**src/hw/pscl_pkg.sv**
```systemverilog
// package: constants and types shared by both ends of the serial loader link
package pscl_pkg;
   // ----------------------------------------
   // timing
   // ----------------------------------------
   localparam int CLK_SYS_MHZ = 50;
   localparam int POR_FAST_MS = 4;
   localparam int POR_STD_MS = 100;
   localparam int POR_FAST_CYC = POR_FAST_MS * CLK_SYS_MHZ * 1000;
   localparam int POR_STD_CYC = POR_STD_MS * CLK_SYS_MHZ * 1000;
   localparam int POR_W = 24;
   localparam int BCLK_HALF_CYC = 4;
   localparam int DONE_EDGES = 2;
   // ----------------------------------------
   // image layout
   // ----------------------------------------
   localparam int IMG_BITS = 64;
   localparam int CNT_W = 16;
   localparam int INIT_OPT_POS = 7;
   localparam int USER_W = 8;
   // ----------------------------------------
   // mode select encoding and state types
   // ----------------------------------------
   localparam logic [1:0] MODE_PS_FAST = 2'h0;
   localparam logic [1:0] MODE_PS_STD = 2'h1;
   typedef enum logic [2:0] {DV_POR, DV_CLEAR, DV_LOAD, DV_INIT, DV_USER} pscl_dev_state_t;
   typedef enum logic [2:0] {HS_IDLE, HS_REQ, HS_WAIT, HS_SEND, HS_TAIL, HS_DONE} pscl_host_state_t;
endpackage

```
**src/hw/pscl_if.sv**
```systemverilog
// interface: the configuration pins between host and device
`timescale 1ns/1ps
interface pscl_if;
   logic config_request_low;
   logic status_low_oe;
   logic load_complete_oe;
   logic load_complete;
   logic init_complete;
   logic init_complete_oe;
   logic config_bit_clock;
   logic serial_config_input;
   wire status_low = ~status_low_oe;
   wire load_complete_pin = load_complete_oe ? load_complete : 1'b1;
   modport device (
      input config_request_low, config_bit_clock, serial_config_input,
      output status_low_oe, load_complete_oe, load_complete, init_complete, init_complete_oe
   );
   modport host (
      output config_request_low, config_bit_clock, serial_config_input,
      input status_low, load_complete_pin, init_complete, init_complete_oe
   );
endinterface

```
**src/hw/pscl_device.sv**
```systemverilog
// device end: passive serial configuration receiver
`timescale 1ns/1ps
module pscl_device import pscl_pkg::*; #(
   parameter int POR_FAST = POR_FAST_CYC,
   parameter int POR_STD = POR_STD_CYC
) (
   // system
   input wire logic clk_sys,
   input wire logic rst,
   input wire logic clk_en,
   // straps
   input wire logic [1:0] mode_select_pins,
   // link
   pscl_if.device lnk,
   // user side
   output logic user_mode,
   output logic user_pin_in,
   output logic [IMG_BITS-1:0] image
);
   // ----------------------------------------
   // pin synchronisers
   // ----------------------------------------
   logic [1:0] req_s_r, clk_s_r, dat_s_r;
   logic [1:0] req_s_nxt, clk_s_nxt, dat_s_nxt;
   logic clk_d_r, clk_d_nxt;
   always_comb begin
      req_s_nxt = {req_s_r[0], lnk.config_request_low};
      clk_s_nxt = {clk_s_r[0], lnk.config_bit_clock};
      dat_s_nxt = {dat_s_r[0], lnk.serial_config_input};
      clk_d_nxt = clk_s_r[1];
   end
   always_ff @(posedge clk_sys) begin
      if (rst) begin
         req_s_r <= 2'h3;
         clk_s_r <= 2'h0;
         dat_s_r <= 2'h0;
         clk_d_r <= 1'b0;
      end else if (clk_en) begin
         req_s_r <= req_s_nxt;
         clk_s_r <= clk_s_nxt;
         dat_s_r <= dat_s_nxt;
         clk_d_r <= clk_d_nxt;
      end
   end
   wire req_low = ~req_s_r[1];
   wire rise = clk_s_r[1] & ~clk_d_r;
   wire fall = ~clk_s_r[1] & clk_d_r;
   // ----------------------------------------
   // load state machine
   // ----------------------------------------
   pscl_dev_state_t st_r, st_nxt;
   logic [POR_W-1:0] por_r, por_nxt;
   logic [CNT_W-1:0] cnt_r, cnt_nxt;
   logic [1:0] fe_r, fe_nxt;
   logic [IMG_BITS-1:0] img_r, img_nxt;
   logic opt_r, opt_nxt;
   logic [POR_W-1:0] por_len;
   always_comb begin
      por_len = (mode_select_pins == MODE_PS_STD) ? POR_W'(POR_STD) : POR_W'(POR_FAST);
      st_nxt = st_r;
      por_nxt = por_r;
      cnt_nxt = cnt_r;
      fe_nxt = fe_r;
      img_nxt = img_r;
      opt_nxt = opt_r;
      unique case (st_r)
         DV_POR: begin
            // status held low for the full delay
            if (por_r >= por_len - POR_W'(1)) begin
               st_nxt = DV_LOAD;
               cnt_nxt = '0;
            end else begin
               por_nxt = por_r + POR_W'(1);
            end
         end
         DV_CLEAR: begin
            // request still low: stay cleared
            if (!req_low) begin
               st_nxt = DV_LOAD;
            end
         end
         DV_LOAD: begin
            if (rise) begin
               img_nxt = {img_r[IMG_BITS-2:0], dat_s_r[1]};
               cnt_nxt = cnt_r + CNT_W'(1);
               if (cnt_r == CNT_W'(INIT_OPT_POS)) begin
                  opt_nxt = dat_s_r[1];
               end
               if (cnt_r == CNT_W'(IMG_BITS - 1)) begin
                  st_nxt = DV_INIT;
                  fe_nxt = '0;
               end
            end
         end
         DV_INIT: begin
            if (fall) begin
               fe_nxt = fe_r + 2'h1;
               if (fe_r == 2'(DONE_EDGES - 1)) begin
                  st_nxt = DV_USER;
               end
            end
         end
         DV_USER: begin
         end
      endcase
      // request low overrides everything after power-on
      if (req_low && st_r != DV_POR) begin
         st_nxt = DV_CLEAR;
         cnt_nxt = '0;
         opt_nxt = 1'b0;
      end
   end
   always_ff @(posedge clk_sys) begin
      if (rst) begin
         st_r <= DV_POR;
         por_r <= '0;
         cnt_r <= '0;
         fe_r <= '0;
         img_r <= '0;
         opt_r <= 1'b0;
      end else if (clk_en) begin
         st_r <= st_nxt;
         por_r <= por_nxt;
         cnt_r <= cnt_nxt;
         fe_r <= fe_nxt;
         img_r <= img_nxt;
         opt_r <= opt_nxt;
      end
   end
   // ----------------------------------------
   // pin drivers
   // ----------------------------------------
   logic stat_oe_r, stat_oe_nxt, done_oe_r, done_oe_nxt, init_oe_r, init_oe_nxt;
   logic user_r, user_nxt, upin_r, upin_nxt;
   always_comb begin
      stat_oe_nxt = (st_nxt == DV_POR) || (st_nxt == DV_CLEAR);
      done_oe_nxt = (st_nxt != DV_INIT) && (st_nxt != DV_USER);
      init_oe_nxt = opt_nxt && (st_nxt != DV_USER);
      user_nxt = (st_nxt == DV_USER);
      upin_nxt = user_r ? dat_s_r[1] : 1'b0;
   end
   always_ff @(posedge clk_sys) begin
      if (rst) begin
         stat_oe_r <= 1'b1;
         done_oe_r <= 1'b1;
         init_oe_r <= 1'b0;
         user_r <= 1'b0;
         upin_r <= 1'b0;
      end else if (clk_en) begin
         stat_oe_r <= stat_oe_nxt;
         done_oe_r <= done_oe_nxt;
         init_oe_r <= init_oe_nxt;
         user_r <= user_nxt;
         upin_r <= upin_nxt;
      end
   end
   assign lnk.status_low_oe = stat_oe_r;
   assign lnk.load_complete_oe = done_oe_r;
   assign lnk.load_complete = 1'b0;
   assign lnk.init_complete = 1'b0;
   assign lnk.init_complete_oe = init_oe_r;
   assign user_mode = user_r;
   assign user_pin_in = upin_r;
   assign image = img_r;
endmodule

```
**src/flat_wrapper.sv**
```systemverilog
// flat-port wrapper written by rule: the top's interface ports become plain ports
module pscl_device_flat import pscl_pkg::*;
#(
   parameter int POR_FAST = POR_FAST_CYC,
   parameter int POR_STD = POR_STD_CYC
)
  (clk_sys, rst, clk_en, mode_select_pins, user_mode, user_pin_in, image, lnk_config_request_low, lnk_config_bit_clock, lnk_serial_config_input, lnk_status_low_oe, lnk_load_complete_oe, lnk_load_complete, lnk_init_complete, lnk_init_complete_oe);
  pscl_if lnk_i ();
  input wire logic clk_sys;
  input wire logic rst;
  input wire logic clk_en;
  input wire logic [1:0] mode_select_pins;
  output logic user_mode;
  output logic user_pin_in;
  output logic [IMG_BITS-1:0] image;
  input wire logic [$bits(lnk_i.config_request_low)-1:0] lnk_config_request_low;
  input wire logic [$bits(lnk_i.config_bit_clock)-1:0] lnk_config_bit_clock;
  input wire logic [$bits(lnk_i.serial_config_input)-1:0] lnk_serial_config_input;
  output wire logic [$bits(lnk_i.status_low_oe)-1:0] lnk_status_low_oe;
  output wire logic [$bits(lnk_i.load_complete_oe)-1:0] lnk_load_complete_oe;
  output wire logic [$bits(lnk_i.load_complete)-1:0] lnk_load_complete;
  output wire logic [$bits(lnk_i.init_complete)-1:0] lnk_init_complete;
  output wire logic [$bits(lnk_i.init_complete_oe)-1:0] lnk_init_complete_oe;
  assign lnk_i.config_request_low = lnk_config_request_low;
  assign lnk_i.config_bit_clock = lnk_config_bit_clock;
  assign lnk_i.serial_config_input = lnk_serial_config_input;
  assign lnk_status_low_oe = lnk_i.status_low_oe;
  assign lnk_load_complete_oe = lnk_i.load_complete_oe;
  assign lnk_load_complete = lnk_i.load_complete;
  assign lnk_init_complete = lnk_i.init_complete;
  assign lnk_init_complete_oe = lnk_i.init_complete_oe;
  pscl_device #(.POR_FAST(POR_FAST), .POR_STD(POR_STD)) u_core (.clk_sys(clk_sys), .rst(rst), .clk_en(clk_en), .mode_select_pins(mode_select_pins), .lnk(lnk_i), .user_mode(user_mode), .user_pin_in(user_pin_in), .image(image));
endmodule
```
**config.mk**
```make
export PLATFORM = sky130hd
export DESIGN_NAME = pscl_device_flat
export DESIGN_NICKNAME = d
export VERILOG_FILES = /design/src/hw/pscl_pkg.sv /design/src/hw/pscl_if.sv /design/src/hw/pscl_device.sv /design/src/flat_wrapper.sv
export SDC_FILE = /design/constraint.sdc
export NUM_CORES = 1
export LEC_CHECK = 0
export CELL_PAD_IN_SITES_DETAIL_PLACEMENT = 1
export CELL_PAD_IN_SITES_GLOBAL_PLACEMENT = 1
export CORE_UTILIZATION = 50
export CTS_CLUSTER_SIZE = 16
export DETAILED_ROUTE_END_ITERATION = 12
export DONT_BUFFER_PORTS = 1
export GPL_TIMING_DRIVEN = 0
export PLACE_DENSITY_LB_ADDON = 0.3
export SYNTH_ARGS = -nofsm -noshare
export SYNTH_HDL_FRONTEND = slang
export SYNTH_SLANG_ARGS = --single-unit
export TNS_END_PERCENT = 30
```
**constraint.sdc**
```tcl
create_clock -name clk_sys -period 3.78 [get_ports clk_sys]
set_input_delay 0.378 -clock clk_sys [delete_from_list [all_inputs] [get_ports clk_sys]]
set_output_delay 0.378 -clock clk_sys [all_outputs]
set_load 0.005 [all_outputs]
```
# Word-level counts from Yosys, hierarchy flattened

Cells that the tools add are included.

Register bits after elaboration: 122
Input bits: 8
Output and inout port bits: 71
Word-level logic and storage cells: 77

Add/sub/neg operators: 4
Magnitude comparators: 1
Equal/unequal tests: 16
Muxes and demuxes: 22
Bitwise logic cells: 6
Reductions and logical operators: 13

Operators with widths:

| kind                  | count |
|---|---|
| $mux 16               | 3 |
| $pmux 16 s2           | 1 |
| $add 24x1->24 const B | 1 |
| $ge 24x24->1          | 1 |
| $sub 24x1->24 const B | 1 |
| $mux 23               | 1 |
| $mux 3                | 7 |
| $add 16x1->16 const B | 1 |
| $eq 16x3->1 const B   | 1 |
| $eq 16x6->1 const B   | 1 |
| $pmux 3 s4            | 1 |
| $eq 3x1->1 const B    | 2 |
| $eq 3x2->1 const B    | 2 |
| $logic_not 3->1       | 2 |
| $mux 2                | 3 |
| $ne 2x1->1 const B    | 3 |
| $ne 3x1->1 const B    | 2 |
| $reduce_and 3->1      | 2 |
| $reduce_bool 3->1     | 2 |
| $mux 1                | 5 |
| $reduce_and 5->1      | 1 |
| $eq 2x1->1 const B    | 2 |
| $not 1->1             | 4 |
| $pmux 2 s2            | 1 |
| 9 further kinds       | 12 |

# Longest topological paths before layout

Word-level depth: 9
Gate-level depth with buffers: 13
Depth with buffers taken out: 10

# Worst setup path after synthesis

OpenSTA, ideal clock, no wires.

Kind: input-to-reg
Start: input mode_select_pins[1]
End: register u_core.por_r[17]
Setup time: 116 ps
Arrival: 2494 ps
Required time: 3664 ps
Path slack: 1170 ps
Stages: 11
Cell sequence: nand2b_1 buf_4 inv_1 ha_1 a21o_1 maj3_2 a21oi_4 nor2_2 nor4b_4 a311oi_1 a41o_1

Word-level cells in the longest chain between the ends: 6

Ends and longest elaborated chain:

| what                       | RTL line           | RTL |
|---|---|---|
| start: declaration         | flat_wrapper.sv:12 | `input wire logic [1:0] mode_select_pins;` |
| $eq 2x1->1                 | pscl_device.sv:59  | `por_len = (mode_select_pins == MODE_PS_STD) ? POR_W'(POR_STD) : POR_W'(POR_FAST);` |
| $mux 23                    | pscl_device.sv:59  |  |
| $sub 24x1->24              | pscl_device.sv:69  | `if (por_r >= por_len - POR_W'(1)) begin` |
| $ge 24x24->1               | pscl_device.sv:69  |  |
| $not 1->1 (no line)        | n/a                |  |
| $reduce_and 3->1 (no line) | n/a                |  |
| end signal: assignment     | pscl_device.sv:123 | `por_r <= por_nxt;` |
| end: declaration           | pscl_device.sv:52  | `logic [POR_W-1:0] por_r, por_nxt;` |

Every way passes these cells.
A chain may end at the register's enable or synchronous reset.

# Worst setup path after layout

Start: register u_core.por_r[17]
End: register u_core.por_r[17]

Word-level cells in the longest chain between the ends: 3
Elaborated cells on any way between the ends: 4
Those cells by class: 1 x add/sub; 1 x order compare; 1 x bitwise; 1 x reduce/logical

Ends and longest elaborated chain:

| what                       | RTL line |
|---|---|
| $ge 24x24->1               | pscl_device.sv:69 |
| $not 1->1 (no line)        | n/a |
| $reduce_and 3->1 (no line) | n/a |

Parallel ways exist; a longest one is shown, timed or not.

==> out/summary.txt <==
Design Area, Final: 0.00614 mm²
Flop2flop setup slack: 1200 ps
Worst VDD drop: 0.222 mV
Switch Pwr: 0.000712 W
Area growth from synthesis to layout: 14.8%
Post-cts sizing count: 0
Reg-to-Reg End: u_core.por_r[17]$_SDFFE_PP0P_
Core ar.: 0.0104 mm²
Seq/Total Area, Yosys: 45.6%
Root Buffer: clkbuf_8
Synthesis Warnings: 0
Vias in the first global route: 5,091
Boundary Pins: 79
Global-route wire length before repair: 25,000 µm
RSZ-0062 raised after global routing: no
Fin util: 59.3%
Leak Pwr: 2.07 nW
DRT Wirelength: 15,200 µm
Synth Flop Type: dfxtp_1
Dpl cells: 805
Diode count: 0
Initial Util: 51.6%
Mean Syn Cell Area: 8.01 µm²
Ratio of cells with drive above 1 in the final layout: 7.97%
Slew margin rel.: 53.0%
CP max FO: 7
Clock Skew: 8.12 ps
Fmax: 387 MHz
DP HPWL: 10,100 µm
Hold Path Depth: 2
CP max stage cell: nor4b_4
Via-to-Cell Ratio: 5.83
Register share of total power: 42.5%
Final net count: 707
Clock share of power: 54.1%
Pins Over Slew Limit: 0
Filler instances: 1,269
Switch share: 23.2%
Crit share post-route: 68.3%
Critical Path Source Type: register
Antenna violations before repair: 0
DRT Pass-1 Iters: 4
Most common cell in the synthesized netlist: nand2_1
Setup-failing EPs final: 0
Worst min path class: input pin to register
Largest net degree at the start of global routing: 17
WL/cell: 18.1 µm
Hold wc startpoint: lnk_serial_config_input
Commonest cells post-synth: 153 x nand2_1, 122 x dfxtp_1, 93 x a21oi_1
Via count of the routed design: 4,893
Cell taking the most area after synthesis: dfxtp_1
Post-synthesis register bit count: 122
P per Cell Area: 499 mW/mm²
Ranking of synthesized cells by area: dfxtp_1 46%, nand2_1 11%, a21oi_1 8.7%
Crit Path Class: register to register
Ys async rst share: 0%
Data arrival, critical path: 3020 ps
Maxcap violations: 0
Clock buffer count from CTS: 17
Combinational power share: 3.4%
Hold Path End: u_core.dat_s_r[0]$_SDFFE_PP0P_
Remaining antenna violation count after routing: 0
Iter 0 DRT Violations: 186
Die span in x: 105 µm
Mapped Area: 0.00535 mm²
Grt ovf: 0
Die area: 0.0111 mm²
Final Instance Count excl. Fillers: 839
Int Power: 0.00235 W
CP cell instances: ha_1, a21o_1, maj3_2, a21oi_4, nor2_2, nor4b_4, a311oi_1, a41o_1
CP Capture Type: register
Crit-path max cell delay: 510 ps
Num rows: 37
Hold WS: 3.63 ps
Final hold viol count: 0
GRT Total Usage: 28.6%
Clock slew seen by the registers of the worst setup and hold paths: 60 ps
Data required, critical path: 4220 ps
Yosys cell types: 58
Area share of the largest cell type after synthesis: 45.6%
H-tree levels: 4
DRC errors left: 0
Setup TNS: 0 ps
Reg-to-Reg Start: u_core.por_r[17]$_SDFFE_PP0P_
Clock Tree Buf Depth: 2
Fin crit period: 2580 ps
Synth Instances: 668
Sink Count: 122
Status: complete, no violations
Gpl congestion: 0.854
Worst-Margin Slew: 695 ps
Worst Reg-to-Reg Cells: 8
Worst skew pair latency: 540 ps
CTS tree: built
Port bufs: 0
Placed inst area: 0.00553 mm²
Die Ht: 105 µm
Post-synth EDFFs: 0
==> area by class of cell <==
cell class | instances | area [µm²] | share of cell area, %
Inverter | 9 | 33.8 | 0.550
Clock buffer | 19 | 432 | 7.03
Tap cell | 136 | 170 | 2.77
Multi-Input combinational cell | 497 | 2700 | 43.9
Timing Repair Buffer | 2 | 20.0 | 0.326
Sequential cell | 122 | 2440 | 39.7
Buffer | 41 | 184 | 2.99
Clock inverter | 13 | 166 | 2.71
==> layer usage <==
metal,vias up,track usage (%),part of all wire (%)
li1,2336,-,-
met2,123,49.5,50
met4,0,13.0,2.8
met3,43,7.85,5.0
met1,2391,32.7,42
met5,-,0,0
==> cell families (layout without fill, tap and decap cells) <==
group / count (synthesis) / after routing / synth area share (%)
xor+xnor: 18 / 18 / 2.95
simple gates: 314 / 314 / 27.0
buf+inv: 50 / 84 / 4.07
other cells: 1 / 2 / 0.0701
flops: 122 / 122 / 45.6
fa+ha+maj: 11 / 11 / 2.52
compound gates: 143 / 143 / 16.0
mux: 9 / 9 / 1.73
==> power groups by stage <==
stage	clock (W)	combinational, W	sequential [W]
2_1_floorplan	0	0.0000735	0.00133
3_3_place_gp	0	0.0000952	0.00133
3_5_place_dp	0	0.0000991	0.00133
4_1_cts	0.00168	0.000103	0.00130
5_1_grt	0.00173	0.000113	0.00130
6_report	0.00166	0.000103	0.00130
==> layout by cell type, fill, tap and decap left out, types with 3 or more instances in the layout <==
master and count:
inv_6 3, inv_1 9, bufinv_16 3, mux2i_1 7, nor3_1 27, a21oi_1 93
ha_1 9, a21o_1 3, nand2_1 153, and4_1 4, buf_1 3, nor4_1 8
nand3_1 18, and3_1 9, and2_1 4, clkbuf_1 33, nor2b_1 6, dfxtp_1 122
a311oi_1 4, clkinvlp_4 3, nand2b_1 3, a31oi_1 4, o21ai_0 20, xnor2_1 18
nand4_1 6, nand3b_1 3, clkbuf_16 16, buf_4 4, nor2_2 3, nor2_1 58
==> repair_timing <==
action                     4_1_cts  5_1_grt
hold buffers                     2        0
hold endpoints to repair         2        0
setup endpoints to repair        0        0
buffers inserted                 0        0
==> worst max path at each step <==
stage                                              from                             to  slack (ps)  cells after the start
final                     u_core.por_r[17]$_SDFFE_PP0P_  u_core.por_r[17]$_SDFFE_PP0P_        1200                      8
after global routing      u_core.por_r[17]$_SDFFE_PP0P_  u_core.por_r[17]$_SDFFE_PP0P_        1050                      8
after CTS                 u_core.por_r[17]$_SDFFE_PP0P_  u_core.por_r[17]$_SDFFE_PP0P_        1200                      8
after detailed placement            mode_select_pins[1]  u_core.por_r[17]$_SDFFE_PP0P_         860                     11
after global placement              mode_select_pins[1]  u_core.por_r[17]$_SDFFE_PP0P_        1000                     11
after floorplan                     mode_select_pins[1]  u_core.por_r[17]$_SDFFE_PP0P_        1170                     11
==> registers in the layout, summed over array words and instances (netlist names), 2 cells and up <==
register and flops:
u_core.image 64, u_core.por_r 24, u_core.cnt_r 16, u_core.st_r 3, u_core.clk_s_r 2, u_core.dat_s_r 2, u_core.fe_r 2, u_core.req_s_r 2
==> worst max-delay path: cells and delay by family, from the launching register on <==
family,cells,cell delay [ps]
simple gates,2,650
compound gates,4,840
flops,1,390
fa+ha+maj,2,600
==> per-stage QoR <==
stage / total power [W] / worst slack, ps
CTS: 0.00308 / 1200
global route: 0.00315 / 1050
detailed placement: 0.00143 / 859
global placement: 0.00143 / 997
finish: 0.00306 / 1200
floorplan: 0.00140 / 1170
Note: power is estimated with default switching activity, not from simulation.
